==> config.mk <==
export PLATFORM = sky130hd
export DESIGN_NAME = five_stage_instruction_pipeline
export DESIGN_NICKNAME = d
export VERILOG_FILES = /design/src/rtl/pipe_ctrl_pkg.sv /design/src/rtl/five_stage_instruction_pipeline.sv
export SDC_FILE = /design/constraint.sdc
export NUM_CORES = 1
export LEC_CHECK = 0
export BUFFER_PORTS_ARGS = -buffer_cell sky130_fd_sc_hd__buf_2
export CORE_MARGIN = 3
export CORE_UTILIZATION = 54
export CTS_CLUSTER_DIAMETER = 150
export DETAILED_ROUTE_END_ITERATION = 6
export PLACE_DENSITY = 0.82
export SYNTH_ARGS = -nofsm -noshare
export SYNTH_HDL_FRONTEND = slang
export SYNTH_SLANG_ARGS = --single-unit
==> constraint.sdc <==
create_clock -name clk -period 3.2 [get_ports clk]
set_input_delay 0.64 -clock clk [delete_from_list [all_inputs] [get_ports clk]]
set_output_delay 0.64 -clock clk [all_outputs]
set_load 0.02 [all_outputs]
==> src/rtl/pipe_ctrl_pkg.sv <==
// Constants shared by the five-stage instruction sequencer.
// Assumes a 32-bit instruction word and a 512-long local memory.
package pipe_ctrl_pkg;

	// ==========================================================
	// Widths
	localparam int unsigned WORD_W = 32;
	localparam int unsigned ADDR_W = 9;

	// ==========================================================
	// Instruction word fields
	localparam int unsigned OPC_MSB = 31;
	localparam int unsigned OPC_LSB = 26;
	localparam int unsigned WRITE_BIT = 23;
	localparam int unsigned IMM_BIT = 22;
	localparam int unsigned DST_MSB = 17;
	localparam int unsigned DST_LSB = 9;
	localparam int unsigned SRC_MSB = 8;
	localparam int unsigned SRC_LSB = 0;

	// ==========================================================
	// Opcode classes
	localparam logic [5:0] OPC_JUMP = 6'h17;
	localparam logic [5:0] OPC_DECREMENT_JUMP_NONZERO = 6'h39;
	localparam logic [5:0] OPC_TEST_JUMP_NONZERO = 6'h3A;
	localparam logic [5:0] OPC_TEST_JUMP_ZERO = 6'h3B;
	localparam logic [5:0] OPC_DECREMENT_JUMP_ZERO = 6'h38;
	localparam logic [2:0] HUB_CLASS = 3'h0;
	localparam int unsigned HUB_CLASS_LSB = 3;

	// ==========================================================
	// Slot timing
	localparam int unsigned SLOT_CYCLES = 4;
	localparam int unsigned LIFE_CYCLES = 6;
	localparam int unsigned HUB_MIN_CYCLES = 8;
	localparam int unsigned HUB_MAX_CYCLES = 23;
	localparam logic [1:0] PH_FETCH = 2'h0;
	localparam logic [1:0] PH_WRITE = 2'h1;
	localparam logic [1:0] PH_SOURCE = 2'h2;
	localparam logic [1:0] PH_DEST = 2'h3;

	// ==========================================================
	// Reset value and step
	localparam logic [ADDR_W-1:0] PC_RESET = 9'h000;
	localparam logic [ADDR_W-1:0] PC_STEP = 9'h001;

endpackage

==> src/rtl/five_stage_instruction_pipeline.sv <==
// Sequencer for one core: fetch, source, destination, execute, writeback.
// Assumes a single-port local memory with combinational read data, an
// external ALU answering within one cycle, and a hub grant on the same clock.
//
// What this block does
// - Each instruction lives six cycles; overlap yields one per four cycles.
// - Fetch instruction N at the program counter in slot cycle one.
// - Next cycle writes back the previous instruction's result, after the fetch.
// - Immediate flag set: the 9-bit source field is the source value.
// - Immediate flag clear: read the source location in slot cycle three.
// - Read the destination location in slot cycle four.
// - ALU gets one full cycle; executing instruction touches no memory then.
// - During the ALU cycle, fetch the next instruction.
// - Slot cycle six writes the result back, finishing stage five.
// - Rewriting the very next instruction runs its old copy.
// - Conditional jumps resolve at end of ALU cycle; prefetch the taken path.
// - Untaken conditional jump discards the prefetch, costing one idle slot.
// - Unconditional jumps, calls and returns always take four cycles.
// - Hub instructions hold execute until grant: eight to twenty-three cycles.
module five_stage_instruction_pipeline #(
	parameter logic [pipe_ctrl_pkg::ADDR_W-1:0] START_ADDR = pipe_ctrl_pkg::PC_RESET
) (
	input wire logic clk,
	input wire logic rst_n,
	input wire logic run,
	output logic [pipe_ctrl_pkg::ADDR_W-1:0] mem_addr,
	output logic mem_rd,
	output logic mem_we,
	output logic [pipe_ctrl_pkg::WORD_W-1:0] mem_wdata,
	input wire logic [pipe_ctrl_pkg::WORD_W-1:0] mem_rdata,
	output logic alu_go,
	output logic [pipe_ctrl_pkg::WORD_W-1:0] alu_ins,
	output logic [pipe_ctrl_pkg::WORD_W-1:0] alu_src,
	output logic [pipe_ctrl_pkg::WORD_W-1:0] alu_dst,
	output logic [pipe_ctrl_pkg::ADDR_W-1:0] alu_ret_addr,
	input wire logic [pipe_ctrl_pkg::WORD_W-1:0] alu_result,
	input wire logic alu_write,
	input wire logic alu_take,
	output logic hub_req,
	input wire logic hub_grant,
	output logic retire,
	output logic bubble,
	output logic [pipe_ctrl_pkg::ADDR_W-1:0] pc,
	output logic [1:0] phase
);

	localparam int unsigned AW = pipe_ctrl_pkg::ADDR_W;
	localparam int unsigned DW = pipe_ctrl_pkg::WORD_W;

	// ==========================================================
	// Decode helpers
	function automatic logic [5:0] opc_of(input logic [DW-1:0] ins);
		opc_of = ins[pipe_ctrl_pkg::OPC_MSB:pipe_ctrl_pkg::OPC_LSB];
	endfunction

	function automatic logic is_uncond_jump(input logic [DW-1:0] ins);
		is_uncond_jump = (opc_of(ins) == pipe_ctrl_pkg::OPC_JUMP);
	endfunction

	function automatic logic is_cond_jump(input logic [DW-1:0] ins);
		logic [5:0] o;
		o = opc_of(ins);
		is_cond_jump = (o == pipe_ctrl_pkg::OPC_DECREMENT_JUMP_NONZERO)
			|| (o == pipe_ctrl_pkg::OPC_DECREMENT_JUMP_ZERO)
			|| (o == pipe_ctrl_pkg::OPC_TEST_JUMP_NONZERO)
			|| (o == pipe_ctrl_pkg::OPC_TEST_JUMP_ZERO);
	endfunction

	function automatic logic is_hub(input logic [DW-1:0] ins);
		logic [5:0] o;
		o = opc_of(ins);
		is_hub = (o[5:pipe_ctrl_pkg::HUB_CLASS_LSB] == pipe_ctrl_pkg::HUB_CLASS);
	endfunction

	function automatic logic [AW-1:0] src_field(input logic [DW-1:0] ins);
		src_field = ins[pipe_ctrl_pkg::SRC_MSB:pipe_ctrl_pkg::SRC_LSB];
	endfunction

	function automatic logic [AW-1:0] dst_field(input logic [DW-1:0] ins);
		dst_field = ins[pipe_ctrl_pkg::DST_MSB:pipe_ctrl_pkg::DST_LSB];
	endfunction

	function automatic logic imm_of(input logic [DW-1:0] ins);
		imm_of = ins[pipe_ctrl_pkg::IMM_BIT];
	endfunction

	function automatic logic [AW-1:0] next_addr(input logic [AW-1:0] a);
		next_addr = a + pipe_ctrl_pkg::PC_STEP;
	endfunction

	// ==========================================================
	// State
	logic [1:0] phase_r;
	logic [AW-1:0] pc_r;
	logic [DW-1:0] ir_r;
	logic ir_valid_r;
	logic [AW-1:0] ir_pc_r;
	logic [DW-1:0] src_r;
	logic [DW-1:0] dst_r;
	logic [DW-1:0] ex_ir_r;
	logic ex_valid_r;
	logic [AW-1:0] ex_pc_r;
	logic [DW-1:0] ex_src_r;
	logic [AW-1:0] ex_ret_r;
	logic [DW-1:0] res_r;
	logic [AW-1:0] res_addr_r;
	logic res_we_r;
	logic bubble_r;

	// ==========================================================
	// Slot control
	logic ex_jump;
	logic ex_cond;
	logic stall;
	logic slot_end;
	logic fetch_cyc;
	logic [AW-1:0] fetch_addr;
	logic untaken;

	assign ex_jump = ex_valid_r && is_uncond_jump(ex_ir_r);
	assign ex_cond = ex_valid_r && is_cond_jump(ex_ir_r);
	assign stall = (phase_r == pipe_ctrl_pkg::PH_FETCH) && ex_valid_r
		&& is_hub(ex_ir_r) && !hub_grant;
	assign fetch_cyc = run && (phase_r == pipe_ctrl_pkg::PH_FETCH);
	assign slot_end = run && (phase_r == pipe_ctrl_pkg::PH_DEST);
	assign untaken = fetch_cyc && !stall && ex_cond && !alu_take;

	// Taken path is always prefetched
	always_comb begin
		fetch_addr = pc_r;
		if (ex_jump || ex_cond) begin
			fetch_addr = src_field(ex_src_r);
		end
	end

	// Phase counter, held in execute while the hub is busy
	always_ff @(posedge clk or negedge rst_n) begin
		if (!rst_n) begin
			phase_r <= pipe_ctrl_pkg::PH_FETCH;
		end else if (run && !stall) begin
			phase_r <= phase_r + 2'h1;
		end
	end

	// ==========================================================
	// Program counter
	always_ff @(posedge clk or negedge rst_n) begin
		if (!rst_n) begin
			pc_r <= START_ADDR;
		end else if (untaken) begin
			pc_r <= next_addr(ex_pc_r);
		end else if (fetch_cyc && !stall) begin
			pc_r <= next_addr(fetch_addr);
		end
	end

	// ==========================================================
	// Fetch stage
	always_ff @(posedge clk or negedge rst_n) begin
		if (!rst_n) begin
			ir_r <= '0;
			ir_valid_r <= 1'b0;
			ir_pc_r <= pipe_ctrl_pkg::PC_RESET;
		end else if (fetch_cyc && !stall) begin
			ir_r <= mem_rdata;
			ir_valid_r <= !untaken;
			ir_pc_r <= fetch_addr;
		end
	end

	// ==========================================================
	// Operand stages
	always_ff @(posedge clk or negedge rst_n) begin
		if (!rst_n) begin
			src_r <= '0;
		end else if (run && phase_r == pipe_ctrl_pkg::PH_WRITE
			&& imm_of(ir_r)) begin
			src_r <= {{(DW - AW){1'b0}}, src_field(ir_r)};
		end else if (run && phase_r == pipe_ctrl_pkg::PH_SOURCE
			&& !imm_of(ir_r)) begin
			src_r <= mem_rdata;
		end
	end

	always_ff @(posedge clk or negedge rst_n) begin
		if (!rst_n) begin
			dst_r <= '0;
		end else if (run && phase_r == pipe_ctrl_pkg::PH_DEST) begin
			dst_r <= mem_rdata;
		end
	end

	// ==========================================================
	// Execute hand-off at slot end
	always_ff @(posedge clk or negedge rst_n) begin
		if (!rst_n) begin
			ex_ir_r <= '0;
			ex_valid_r <= 1'b0;
			ex_pc_r <= pipe_ctrl_pkg::PC_RESET;
			ex_src_r <= '0;
			ex_ret_r <= '0;
		end else if (slot_end) begin
			ex_ir_r <= ir_r;
			ex_valid_r <= ir_valid_r;
			ex_pc_r <= ir_pc_r;
			ex_src_r <= src_r;
			ex_ret_r <= next_addr(ir_pc_r);
		end
	end

	// ==========================================================
	// Result capture after the ALU cycle
	always_ff @(posedge clk or negedge rst_n) begin
		if (!rst_n) begin
			res_r <= '0;
			res_addr_r <= pipe_ctrl_pkg::PC_RESET;
			res_we_r <= 1'b0;
		end else if (fetch_cyc && !stall) begin
			res_r <= alu_result;
			res_addr_r <= dst_field(ex_ir_r);
			res_we_r <= ex_valid_r && alu_write && ex_ir_r[pipe_ctrl_pkg::WRITE_BIT];
		end else if (run && phase_r == pipe_ctrl_pkg::PH_WRITE) begin
			res_we_r <= 1'b0;
		end
	end

	always_ff @(posedge clk or negedge rst_n) begin
		if (!rst_n) begin
			bubble_r <= 1'b0;
		end else if (fetch_cyc && !stall) begin
			bubble_r <= untaken;
		end
	end

	// ==========================================================
	// Memory port: one access per cycle at most
	always_comb begin
		mem_addr = fetch_addr;
		mem_rd = 1'b0;
		mem_we = 1'b0;
		mem_wdata = res_r;
		if (run) begin
			unique case (phase_r)
				pipe_ctrl_pkg::PH_FETCH: begin
					mem_rd = !stall;
				end
				pipe_ctrl_pkg::PH_WRITE: begin
					mem_addr = res_addr_r;
					mem_we = res_we_r;
				end
				pipe_ctrl_pkg::PH_SOURCE: begin
					mem_addr = src_field(ir_r);
					mem_rd = ir_valid_r && !imm_of(ir_r);
				end
				pipe_ctrl_pkg::PH_DEST: begin
					mem_addr = dst_field(ir_r);
					mem_rd = ir_valid_r;
				end
			endcase
		end
	end

	// ==========================================================
	// ALU, hub and status outputs
	assign alu_go = fetch_cyc && ex_valid_r && !stall;
	assign alu_ins = ex_ir_r;
	assign alu_src = ex_src_r;
	// Destination lands at slot end and stands through the ALU cycle
	assign alu_dst = dst_r;
	assign alu_ret_addr = ex_ret_r;
	assign hub_req = fetch_cyc && ex_valid_r && is_hub(ex_ir_r);
	assign retire = alu_go;
	assign bubble = bubble_r;
	assign pc = pc_r;
	assign phase = phase_r;

endmodule // five_stage_instruction_pipeline

**Word-level counts from Yosys, hierarchy flattened**

Index checks and enable logic that the tools add are counted.

- Register bits: 243
- Bits of input ports: 70
- Output and inout bits: 163
- Logic and storage cells: 76

- $add $sub $neg: 4
- Eq/ne operators: 8
- Muxes and demuxes: 13
- Reductions and logical operators: 35

Operators by type and width:

| cell | count |
|---|---|
| two-way mux 32 bit | 2 |
| two-way mux 9 bit | 4 |
| adder 9 x 1 -> 9 bit, second input constant | 3 |
| case mux 9 bit (3 select lines) | 1 |
| == test 6 bit, second input constant | 4 |
| logical AND 1 bit | 21 |
| == test 6 x 5 -> 1 bit, second input constant | 1 |
| nonzero test 2 bit | 3 |
| logical NOT 1 bit | 5 |
| two-way mux 1 bit | 5 |
| == test 2 bit, second input constant | 2 |
| logical OR 1 bit | 4 |
| logical NOT 3 bit | 1 |
| case mux 1 bit (3 select lines) | 1 |
| adder 2 x 1 -> 2 bit, second input constant | 1 |
| == test 2 x 1 -> 1 bit, second input constant | 1 |
| logical NOT 2 bit | 1 |

**Longest topological paths before layout**

Gate-level depths: netlist of the first run.

- Depth in word-level cells: 10
- Mapped depth: 11
- Mapped depth without buffers: 11

**Least setup slack after synthesis of the first run**

OpenSTA, ideal clock, no wires.

- Path kind: input -> output
- Start point: input port run
- End point: output port mem_rd
- Data arrival time: 2.115 ns
- Required time: 2.560 ns
- Setup slack: 0.445 ns
- Stages: 6
- Buffers on the path: 3
- Cell sequence: buf_2 > and2_1 > clkbuf_1 > clkbuf_1 > o21ai_0 > a21oi_1

- Word-level cells in the longest chain between the ends: 1

Ends and longest elaborated chain:

| item | line | source |
|---|---|---|
| from (decl) | five_stage_instruction_pipeline.sv:25 | `input wire logic run,` |
| two-way mux 1 bit | five_stage_instruction_pipeline.sv:242 | `if (run) begin` |
| to (decl) | five_stage_instruction_pipeline.sv:27 | `output logic mem_rd,` |

Every way passes these cells.

**Worst setup path after layout of the first run**

- Start point: register phase_r[0], in the netlist phase[0]
- End point: output port mem_addr[6] (netlist name)

- Word-level cells in the longest chain between the ends: 3
- Elaborated cells between the ends (all ways): 5
- Classes of those cells: eq/ne: 3; mux: 2

Ends and longest elaborated chain:

| item | line | source |
|---|---|---|
| from (decl) | five_stage_instruction_pipeline.sv:93 | `logic [1:0] phase_r;` |
| from (signal assigned) | five_stage_instruction_pipeline.sv:139 | `phase_r <= pipe_ctrl_pkg::PH_FETCH;` |
| from (signal assigned) | five_stage_instruction_pipeline.sv:141 | `phase_r <= phase_r + 2'h1;` |
| == test 2 bit or == test 2 x 1 -> 1 bit (tied branches) | five_stage_instruction_pipeline.sv:243 | `unique case (phase_r)` |
| case mux 9 bit (3 select lines) (*) | five_stage_instruction_pipeline.sv:243 |  |
| two-way mux 9 bit (*) | five_stage_instruction_pipeline.sv:242 |  |
| to (decl) | five_stage_instruction_pipeline.sv:26 | `output logic [pipe_ctrl_pkg::ADDR_W-1:0] mem_addr,` |

Mark *: on every way between the ends. The rest lies on a longest branch, timed or not.

==> results of run 1 <==
==> power groups by stage <==
stage                     registers, mW  clock network [mW]  logic [mW]
final                              5.48                3.09        5.39
after floorplan                    6.32                   0        2.61
after global placement             5.43                   0        5.30
after CTS                          5.48                3.15        5.44
after detailed placement           5.50                   0        5.41
after global routing               5.66                3.27        5.79
==> synthesized netlist by cell type (2+ instances only) <==
library cell,n,area (um^2)
dfrtp_1,243,6080
mux2_2,180,2030
nand2_1,57,214
o21ai_0,26,130
a22o_1,23,201
clkbuf_1,23,86.3
mux2i_1,17,170
nand3_1,11,55.1
buf_2,10,50.1
a222oi_1,9,90.1
a22oi_1,9,67.6
nor2_1,9,33.8
ha_1,8,100
buf_1,7,26.3
xnor2_1,7,61.3
xor2_1,7,61.3
nand3b_1,6,45.0
a21oi_1,5,25.0
and3_1,5,31.3
inv_1,5,18.8
nand4b_1,5,43.8
o21ai_1,4,20.0
and2_1,3,18.8
a211oi_1,2,15.0
a21boi_0,2,15.0
a21o_1,2,15.0
a31oi_1,2,12.5
buf_4,2,15.0
nand4_1,2,12.5
nor2b_1,2,12.5
o211ai_1,2,15.0
o311ai_1,2,17.5
or2_2,2,12.5
==> timing repair <==
action | in CTS | in global routing
gates resized for setup | 1 | 2
pin swaps | 0 | 0
setup buffers | 0 | 0
setup endpoints to repair | 7 | 5
==> placed cells by master (no fill, tap or decap), types with 4 or more instances in the layout <==
cell / netlist / routed
a21oi_1: 5 / 5
a222oi_1: 9 / 9
a22o_1: 23 / 23
a22oi_1: 9 / 9
and3_1: 5 / 5
buf_2: 10 / 231
buf_4: 2 / 8
clkbuf_1: 23 / 4
clkbuf_16: 0 / 27
clkinv_2: 0 / 9
dfrtp_1: 243 / 243
ha_1: 8 / 7
inv_1: 5 / 5
mux2_2: 180 / 180
mux2i_1: 17 / 17
nand2_1: 57 / 55
nand3_1: 11 / 11
nand3b_1: 6 / 6
nand4b_1: 5 / 5
nor2_1: 9 / 8
o21ai_0: 26 / 26
o21ai_1: 4 / 4
xnor2_1: 7 / 7
xor2_1: 7 / 7
==> cells by family after synthesis <==
family | count (synthesis) | share of synthesized area (%)
flip-flops | 243 | 60.6
multiplexers | 197 | 21.9
AND/OR/NAND/NOR | 115 | 6.05
AO/OA/AOI/OAI | 93 | 6.96
buffers and inverters | 50 | 2.27
XOR/XNOR | 14 | 1.22
adder cells (fa/ha/maj) | 8 | 0.998
==> routing by layer <==
layer | share of wire, % | GRT usage (%)
met1 | 41 | 32.4
met2 | 50 | 41.5
met3 | 7.8 | 5.51
met4 | 1.8 | 5.60
met5 | 0 | 0
==> worst register-to-register path, delay by kind of cell, from the launching register on <==
kind | cells | cell delay (ns)
buffers and inverters | 1 | 0.14
AO/OA/AOI/OAI | 1 | 0.12
flip-flops | 1 | 0.45
adder cells (fa/ha/maj) | 2 | 0.45
AND/OR/NAND/NOR | 7 | 1.54
==> final timing paths <==
kind,startpoint,slack [ns],depth (start not counted),endpoint
hold reg to reg,alu_ret_addr[7],0.47,2,alu_ret_addr[7]
setup reg to reg,phase[0],0.46,11,pc[8]
setup / recovery,phase[0],0.12,4,mem_addr[6]
max in group asynchronous,rst_n,2.25,2,src_r[19]
hold / removal,rst_n,0.07,1,alu_ret_addr[1]
min in group clk,alu_result[31],0.35,2,mem_wdata[31]
==> flip-flops by register name, indices dropped and copies added (netlist names) <==
signal        flops
alu_dst          32
src_r            32
bubble            1
ir_r             32
alu_src          32
pc                9
alu_ins          32
mem_wdata        32
res_we_r          1
ex_valid_r        1
phase             2
ir_valid_r        1
alu_ret_addr      9
ir_pc_r           9
ex_pc_r           9
res_addr_r        9
==> cell type report <==
cell class                 count  share of cell area, %
clock buffer                  34                   5.94
clock inverter                14                   1.30
inverter                       5                  0.152
multi-input combinational    427                   30.5
sequential                   243                   49.3
tap                          229                   2.32
timing repair buffer         243                   10.5
==> impl.org, run 1 <==
** Run status
- Result of the run :: completed

** Layout
- Area occupied by multi-input gates :: 3760 um^2
- Final layout net count :: 1024
- From synthesis to final layout, the design area changed by 22.8%.
- Non-filler instance count after layout :: 1195
- The filler cells instantiated in the layout total 1338.
- Cells fill 68.1% of the core in the end.
- Share of post-route cells with drive strength above 1 :: 50.1%
- Post-route standard cell area excluding fillers :: 12300 um^2
- Combined flip-flop and latch cell area :: 6080 um^2
- The number of antenna diodes in the final layout is 0.

** Global routing
- Across every metal layer, demand over resource in global routing totals 24.4%.
- First-pass GRT wire length :: 39.3 mm
- Pin count of the biggest net entering global routing :: 71
- The number of global-route vias before repair came to 7221.
- The number of antenna violations at the first check in global routing was 0.
- Total overflow reported by the global router :: 0

** Floorplan
- Die ar. :: 20300 um^2
- 233 I/O pins were placed.
- From left edge to right edge, the die measures 142 um.
- The die is 142 um tall.
- Initial core utilization :: 55.5%
- Number of rows created at floorplan :: 49
- Core footprint :: 18100 um^2

** Worst setup path
- The worst setup path is captured at an output port.
- The critical path goes through ha_1 -> a222oi_1 -> mux2i_1 -> buf_2.
- Critical-path maximum fanout :: 11
- The worst setup path is launched from a register.
- Critical path start-end classification :: register to output port
- Delay contributed by the slowest stage of the critical path :: 0.66 ns
- CP arrival :: 2.44 ns
- The slowest stage of the critical path is the a222oi_1 cell.
- Counting both buffers and inverters, the worst setup path holds a total of 1.
- STA puts the critical path data required time at 2.56 ns.
- Crit path max-delay family :: compound AO/OA/AOI/OAI gates

** Clocking
- Clock slew at the register clock pins of the worst setup and hold paths :: 0.06 ns
- Number of buffers added by the clock tree synthesis step :: 26
- The clock drives 243 sinks.
- TritonCTS built the clock tree.
- H-tree levels :: 1
- The root buffer cell chosen for the clock tree is clkbuf_16.
- In this run the deepest clock path goes through 3 buffers.
- Number of hold buffers added after cts :: 0
- Clock insertion delay at the later pin of the skew report :: 0.53 ns

** Power and ir drop
- Worst IR drop on VDD :: 0.000908 V
- Relative contribution of sequential cells to total power :: 39.3%
- The analysis attributes to cell leakage a power of 6.00 nW.
- Clock share of power :: 22.2%
- Combinational cells account for 38.6% of the total power.
- Fraction of power spent switching nets :: 37.6%
- Ratio of total power to cell area :: 1130 nW/um^2
- Summing internal, switching and leakage power gives 14.0 mW.
- For this design the total switching power over the nets is 5.25 mW.
- Internal power comes to 8.71 mW.

** Route
- For this block, the routed nets add up to 24.6 mm of wire.
- The detailed router finished its first iteration with 326 violations.
- In the routed layout, each cell is associated on average with a via count of 5.72.
- Routed WL per cell :: 20.6 um
- Vias :: 6838
- The count of nets left with antenna violations once routing finished came out at 0.
- In the routed design, unresolved DRC markers number 0.
- 1st-pass router iterations :: 5

** STA
- Final setup violation count :: 0
- Worst clock skew :: 0.0228 ns
- Max frequency :: 325 MHz
- Pins over their slew limit :: 0
- Setup repair after global routing left no endpoint under its margin.
- The final critical path takes up 96.2% of the cycle.
- Post-route setup TNS :: 0 ns
- Fin worst setup slack :: 0.123 ns
- Shortest clock period the worst path allows after layout :: 3.08 ns
- The tightest hold path in the finished design has a slack of 0.0724 ns.
- The total count of hold-check failures in the final report came to 0.
- Worst-Margin Slew :: 0.963 ns
- Relative slew slack :: 35.7%

** Logic synthesis
- The Yosys step of the flow raised 0 warnings.
- Number of nets produced by synthesis :: 798
- The number of different library cells used by synthesis comes to 54.
- Post-synthesis register bit count :: 243
- The cell area that synthesis handed to floorplanning was 10000 um^2.
- In the synthesized netlist the dominant register cell turns out to be dfrtp_1.
- Average size of a mapped cell :: 13.9 um^2
- The synthesized design contains 0 enable-type register cells.
- For this run, the register share of the synthesized area comes to 60.6%.
- Post-synth ARST share :: 100%
- Synthesized instance count :: 720

** Place
- Count of input and output buffers :: 232
- Final Wtd Congestion :: 0.974
- Once placement completed, the tool counted placed cells totaling 1147.
- DPL Wire Length :: 17.0 mm
- The placed instances occupy a cell area of 11400 um^2.
- Timing analysis after detailed placement gives a worst setup slack of 0.406 ns.

** Hold path
- In this run the worst hold path is classified as input port to asynchronous set/reset pin.

** Job
- Max-cap violations in this run came to 0.
No activity file was read; power rests on OpenSTA's default activity.
==> run 2: changes to the inputs <==
--- a/config.mk
+++ b/config.mk
@@ -11,6 +11,7 @@
 export CTS_CLUSTER_DIAMETER = 150
 export DETAILED_ROUTE_END_ITERATION = 6
 export PLACE_DENSITY = 0.82
+export REMOVE_ABC_BUFFERS = 1
 export SYNTH_ARGS = -nofsm -noshare
 export SYNTH_HDL_FRONTEND = slang
 export SYNTH_SLANG_ARGS = --single-unit
==> impl.org, run 2 (synthesis gave the netlist of run 1 again) <==
** STA
- Final hold vios :: 0 (unchanged)
- The headroom to the max-slew limit is 36.5% (+0.81 points).
- The final max-slew violation count was 0 (unchanged).
- The setup TNS after final layout is 0 ns (unchanged).
- The actual slew at the worst max-slew pin was 0.951 ns (-0.0121 ns).
- The maximum operating frequency is 329 MHz (+1.4%).
- Setup repair after global routing left no endpoint under its margin.
- The portion of the clock cycle consumed by the worst path in the final layout is 94.9% (-1.3 points).
- The post-layout minimum cycle time came to 3.04 ns (-0.0413 ns).
- The worst clock skew came to 0.00867 ns (-0.0141 ns).
- Final setup violation count :: 0 (unchanged)
- Final worst hold slack :: 0.151 ns (+0.0786 ns)

** Clocking
- The H-tree level count was 1 (unchanged).
- The number of buffers created by CTS is 26 (unchanged).
- The insertion delay of the later-clocked pin in the worst-skew pair is 0.51 ns (-0.02 ns).
- The number of buffers on the longest clock path was 3 (unchanged).
- CTS tree :: yes
- The root buffer cell chosen for the clock tree is clkbuf_16.
- The clock-pin slew of the registers on the worst-case setup and hold paths was 0.06 ns (about the same).
- The number of sinks driven by the clock tree came to 243 (unchanged).
- The number of hold buffers added after cts came to 0 (unchanged).

** Route
- The detailed router's first-iteration violation count was 407 (+25%).
- The average wire per cell in the routed design is 20.1 um (-2.5%).
- Residual antenna-violating net count after detailed routing :: 0 (unchanged)
- The first-pass iteration count of the detailed router is 5 (unchanged).
- The via density per instance is 5.59 (-2.3%).
- The number of remaining DRC errors was 0 (unchanged).
- Vias :: 6684 (-2.3%)
- Drt total wl :: 24.0 mm (-2.5%)

** Worst setup path
- Type of element capturing the critical path :: output port
- Reg2Reg Setup Slack :: 0.35 ns (-0.11 ns)
- The setup path with the least slack is of type register to output port.
- CP arrival :: 2.40 ns (-0.04 ns)
- The maximum fanout along the worst path was 8 (-3).
- The data required time at the worst endpoint was 2.56 ns (about the same).
- Startpoint of the most critical setup path :: alu_ins[30]
- Source of the worst register-to-register timing path :: alu_ins[31]
- Startpoint class of the critical path :: register

** Place
- Count of placed standard cells including taps :: 1151 (+0.35%)
- The placed wire-length estimate was 16.5 mm (-2.9%).
- The placer's final routability congestion estimate came to 0.941 (-3.4%).
- The post-placement cell area came to 11500 um^2 (+0.26%).
- Count of input and output buffers :: 232 (unchanged)

** Floorplan
- The floorplan die height is 142 um (unchanged).
- Core footprint :: 18100 um^2 (unchanged)
- The number of rows created at floorplan came to 49 (unchanged).
- Initial core utilization :: 55.5% (unchanged)
- The floorplan die area was 20300 um^2 (unchanged).
- IO Count :: 233 (unchanged)
- Horizontal die dimension :: 142 um (unchanged)

** Layout
- Compared with the post-synthesis result, the final layout area differs by 22.3%.
- Non-filler instance count after layout :: 1195 (unchanged)
- The library cell used most frequently in the layout, excluding fill and tap cells, is dfrtp_1.
- ANT cells :: 0 (unchanged)
- The top cell types in the final layout, fill and taps aside, are dfrtp_1, buf_2, mux2_2.
- The number of nets in the finished design was 1033 (+0.88%).
- The share of cells above drive strength 1 is 50.0% (-0.10 points).
- The final non-filler cell area is 12300 um^2 (-0.45%).

** Power and ir drop
- Worst IR drop on VDD :: 0.000664 V (-27%)
- Ratio of total power to cell area :: 1110 nW/um^2 (-1.5%)
- The leakage power figure came to 5.97 nW (-0.48%).

** Hold path
- The tightest min-delay check is of the input port to asynchronous set/reset pin type.

** Global routing
- The maximum number of pins on one net before global-route repair was 91 (+28%).
- Most Used Layer, Global Route :: met2
- The wire length of the first global-routing pass is 38.3 mm (-2.5%).
- Via count of the first global-routing pass :: 7145 (-1.1%)
- Total overflow reported by the global router :: 0 (unchanged)
- Met2 track utilization from global routing :: 38.3% (-3.2 points)
- The met3 demand-to-capacity share in global routing is 5.95% (+0.44 points).
- The number of antenna violations at the first check in global routing came to 0 (unchanged).
- The total routing resource utilization after global routing came to 23.7% (-0.74 points).
- GRT met1 Usage :: 32.1% (-0.31 points)

** Run status
- Result of the run :: completed

** Job
- Reported max-cap violation count :: 0 (unchanged)
run 2: final cells by class:
type                    instances  area [um^2]
inverters                       5         18.8
repair buffers                252         1360
well taps                     229          287
flip-flops and latches        243         6080
clock buffers                  36          729
clock inverters                 3         40.0
fillers                      1326         5820
multi-input cells             427         3760
run 2: stage by stage:
stage	utilization (%)	setup slack [ns]	power, mW
global route	67.8	0.0309	14.5
global placement	63.3	0.484	10.7
finish	67.8	0.164	13.7
CTS	67.6	0.0569	13.8
floorplan	-	-4.51	8.96
detailed placement	63.3	0.395	10.9
run 2: path summary, 6_finish.rpt:
check,end,cells past startpoint
max in group asynchronous,src_r[21],2
min in group clk,mem_wdata[28],2
worst min register to register,src_r[0],2
worst max-delay path,mem_addr[3],7
worst max register to register,pc[8],10
worst min-delay path,mem_wdata[21],1
run 2: timing repair:
| item | in CTS | in global routing |
|---|---|---|
| resized for setup | 2 | 2 |
| pin swaps | 0 | 2 |
| setup endpoints to repair | 1 | 4 |
| setup buffers | 0 | 5 |
| cloned | 0 | 0 |
run 2: report_power, final:
| group | internal [mW] | leakage (nW) | total, mW | switching [mW] |
|---|---|---|---|---|
| combinational | 2.39 | 2.58 | 5.44 | 3.05 |
| clock | 1.64 | 0.377 | 2.78 | 1.13 |
| sequential | 4.50 | 3.01 | 5.46 | 0.964 |
run 2: metal layers:
| metal | up-vias | routed length (um) |
|---|---|---|
| li1 | 3059 | - |
| met1 | 3338 | 10300 |
| met2 | 249 | 11400 |
| met3 | 38 | 1770 |
| met4 | 0 | 532 |
| met5 | - | 0 |
run 2: critical path, cell delays in order (launching register included):
cell	delay, ns
dfrtp_1	0.41
and4_1	0.35
nand2_1	0.15
nand2_2	0.22
buf_4	0.19
mux2i_1	0.22
mux2i_1	0.13
buf_2	0.20
==> run 3: changes to the inputs <==
--- a/config.mk
+++ b/config.mk
@@ -7,11 +7,12 @@
 export LEC_CHECK = 0
 export BUFFER_PORTS_ARGS = -buffer_cell sky130_fd_sc_hd__buf_2
 export CORE_MARGIN = 3
-export CORE_UTILIZATION = 54
+export CORE_UTILIZATION = 49
 export CTS_CLUSTER_DIAMETER = 150
 export DETAILED_ROUTE_END_ITERATION = 6
-export PLACE_DENSITY = 0.82
+export PLACE_DENSITY = 0.79
 export REMOVE_ABC_BUFFERS = 1
+export SLEW_MARGIN = 20
 export SYNTH_ARGS = -nofsm -noshare
 export SYNTH_HDL_FRONTEND = slang
 export SYNTH_SLANG_ARGS = --single-unit
==> constraint.sdc (replaced) <==
create_clock -name clk -period 2.75 [get_ports clk]
set_input_delay 0.55 -clock clk [delete_from_list [all_inputs] [get_ports clk]]
set_output_delay 0.55 -clock clk [all_outputs]
set_load 0.02 [all_outputs]
==> impl.org, run 3 (synthesis gave the netlist of run 1 again) <==
** STA
- The worst clock skew came to 0.0124 ns (+0.00369 ns).
- Pins over their slew limit :: 0 (unchanged)
- Post-route setup TNS :: -0.0267 ns (-0.0267 ns)
- The worst-case setup margin in the final layout was -0.0119 ns (-0.176 ns).
- Timing would allow up to 362 MHz.
- Fin crit share :: 100%
- The actual slew at the worst max-slew pin came to 0.580 ns (-0.370 ns).
- Relative slew slack :: 61.3% (+25 points)
- The worst path in the final design needs a cycle of 2.76 ns, including I/O delays and setup.
- Final setup violation count :: 4 (+4)
- Setup repair after global routing could not meet its margin everywhere.
- The worst slack on hold paths was -0.0177 ns (-0.169 ns).
- The total count of hold-check failures in the final report came to 8 (+8).

** Floorplan
- IO Count :: 233 (unchanged)
- Overall die height :: 149 um (+4.8%)
- Die ar. :: 22200 um^2 (+9.8%)
- Number of rows created at floorplan :: 51 (+4.1%)
- Horizontal die dimension :: 149 um (+4.8%)
- The core region area came to 19800 um^2 (+9.4%).
- The initial core utilization came to 50.7% (-4.8 points).

** Place
- The placed wire-length estimate was 16.7 mm (+1.3%).
- The placer's final routability congestion estimate is 0.908 (-3.5%).
- Count of placed standard cells including taps :: 1198 (+4.1%)
- Count of input and output buffers :: 232 (unchanged)

** Route
- The total via count in the routed design is 6795 (+1.7%).
- Residual antenna-violating net count after detailed routing :: 0 (unchanged)
- The number of remaining DRC errors is 0 (unchanged).
- 1st-pass router iterations :: 5 (unchanged)
- Detailed-route vias per instance :: 5.37 (-4.0%)
- The final wirelength was 24.6 mm (+2.8%).
- The detailed router's first-iteration violation count is 377 (-7.4%).
- The average wire per cell in the routed design was 19.5 um (-3.0%).

** Worst setup path
- Number of cells on the worst reg-to-reg path :: 12 (+2)
- The arrival time at the worst endpoint was 2.21 ns (-0.19 ns).
- The data required time at the worst endpoint came to 2.20 ns (-0.36 ns).
- Critical-path maximum fanout :: 6 (-2)
- The worst setup path is captured at an output port.
- Startpoint class of the critical path :: register
- The worst setup path is of the register to output port kind.

** Layout
- The top cell types in the final layout, fill and taps aside, are dfrtp_1, buf_2, mux2_2.
- The area of the multi-input gates is 3890 um^2 (+3.7%).
- The share of cells above drive strength 1 came to 53.4% (+3.4 points).
- Combined flip-flop and latch cell area :: 6080 um^2 (unchanged)
- The library cell used most frequently in the layout, excluding fill and tap cells, is dfrtp_1.
- Final design utilization :: 65.0% (-2.8 points)
- ANT cells :: 0 (unchanged)
- Final layout net count :: 1059 (+2.5%)
- Fill cell instance count of the final layout :: 1516 (+14%)
- Layout overhead on the synthesized area :: 28.1%
- The non-filler instance count after layout was 1266 (+5.9%).

** Clocking
- Clock slew at the register clock pins of the worst setup and hold paths :: 0.06 ns (about the same)
- H-tree levels :: 1 (unchanged)
- Clock insertion delay at the later pin of the skew report :: 0.51 ns (about the same)
- The tree is rooted in a clkbuf_16.
- Number of buffers added by the clock tree synthesis step :: 26 (unchanged)
- The number of hold buffers added after cts was 0 (unchanged).
- The number of buffers on the longest clock path came to 3 (unchanged).
- CTS tree :: yes
- The number of sinks driven by the clock tree came to 243 (unchanged).

** Global routing
- The number of global-route vias before repair came to 7235 (+1.3%).
- Total overflow reported by the global router :: 0 (unchanged)
- The wire length of the first global-routing pass was 39.7 mm (+3.8%).
- Pin count of the biggest net entering global routing :: 72 (-21%)
- The total routing resource utilization after global routing is 22.3% (-1.4 points).
- The number of antenna violations at the first check in global routing was 0 (unchanged).

** Power and ir drop
- Ratio of total power to cell area :: 1290 nW/um^2 (+16%)
- The worst IR drop on VDD is 0.000790 V (+19%).
- The leakage power figure is 6.20 nW (+3.9%).

** Run status
- Violated checks :: hold timing, setup timing
- The run finished, with violations left.

** Job
- Reported max-cap violation count :: 0 (unchanged)

** Hold path
- The worst hold path belongs to the class input port to asynchronous set/reset pin.
-- run 3: cell count changes in the layout (fill, tap and decap cells not counted), moves of 2 or more --
cell | previous run | this run
buf_4 | 17 | 42
mux2i_4 | 0 | 8
buf_2 | 231 | 224
mux2i_1 | 16 | 9
buf_12 | 3 | 7
clkinv_2 | 2 | 6
ha_1 | 7 | 3
ha_2 | 1 | 5
buf_6 | 0 | 2
clkinvlp_4 | 0 | 2
nand2_1 | 55 | 53
nand2_4 | 1 | 3
-- run 3: final timing paths --
path / to / startpoint / slack, ns
worst max register to register: pc[8] / alu_ins[31] / 0.05
max in group asynchronous: mem_wdata[16] / rst_n / 2.05
worst min register to register: src_r[6] / src_r[6] / 0.47
worst max-delay path: mem_addr[3] / alu_ins[28] / -0.01
min in group clk: mem_wdata[25] / alu_result[25] / 0.27
worst min-delay path: mem_wdata[7] / rst_n / -0.02
-- run 3: layer usage --
metal	GRT usage [%]	vias up	part of all wire, %
li1	-	3133	-
met1	30.0	3404	42
met2	37.5	230	49
met3	5.59	28	7.6
met4	3.98	0	1.5
met5	0	-	0
-- run 3: final cells by class --
cell class	instances	area share, %
clock buffer	37	5.78
clock inverter	11	0.886
inverter	5	0.146
multi-input combinational	427	30.3
sequential	243	47.3
tap	265	2.58
timing repair buffer	278	13.0
-- run 3: critical path, cell delays in order, from the launching register on --
cell and delay, ns:
dfrtp_1 0.40, and4b_1 0.30, buf_6 0.12, nand2_4 0.06, nand2_4 0.10, buf_12 0.17, mux2i_4 0.24, mux2i_1 0.12
buf_4 0.19
-- run 3: where the power goes --
part | switching [mW] | internal [mW] | total, mW
registers | 1.13 | 5.23 | 6.36
clock network | 1.40 | 2.07 | 3.47
logic | 3.66 | 3.11 | 6.77
total | 6.18 | 10.4 | 16.6
-- run 3: repair_timing --
| action | CTS | global route |
|---|---|---|
| gates cloned | 2 | 0 |
| setup endpoints to repair | 12 | 13 |
| pin swaps | 3 | 5 |
| resized for setup | 33 | 14 |
| buffers inserted | 10 | 9 |
-- run 3: per-stage QoR --
stage	hold WS, ns	power, mW	setup WS (ns)	area, um^2
5_1_grt	0.0139	17.6	-0.110	12900
6_report	-0.0177	16.6	-0.0119	12900
3_5_place_dp	0.462	12.8	0.120	11600
3_3_place_gp	0.453	12.6	0.238	11600
2_1_floorplan	0.254	10.4	-4.87	9820
4_1_cts	0.0134	16.6	-0.0393	12800
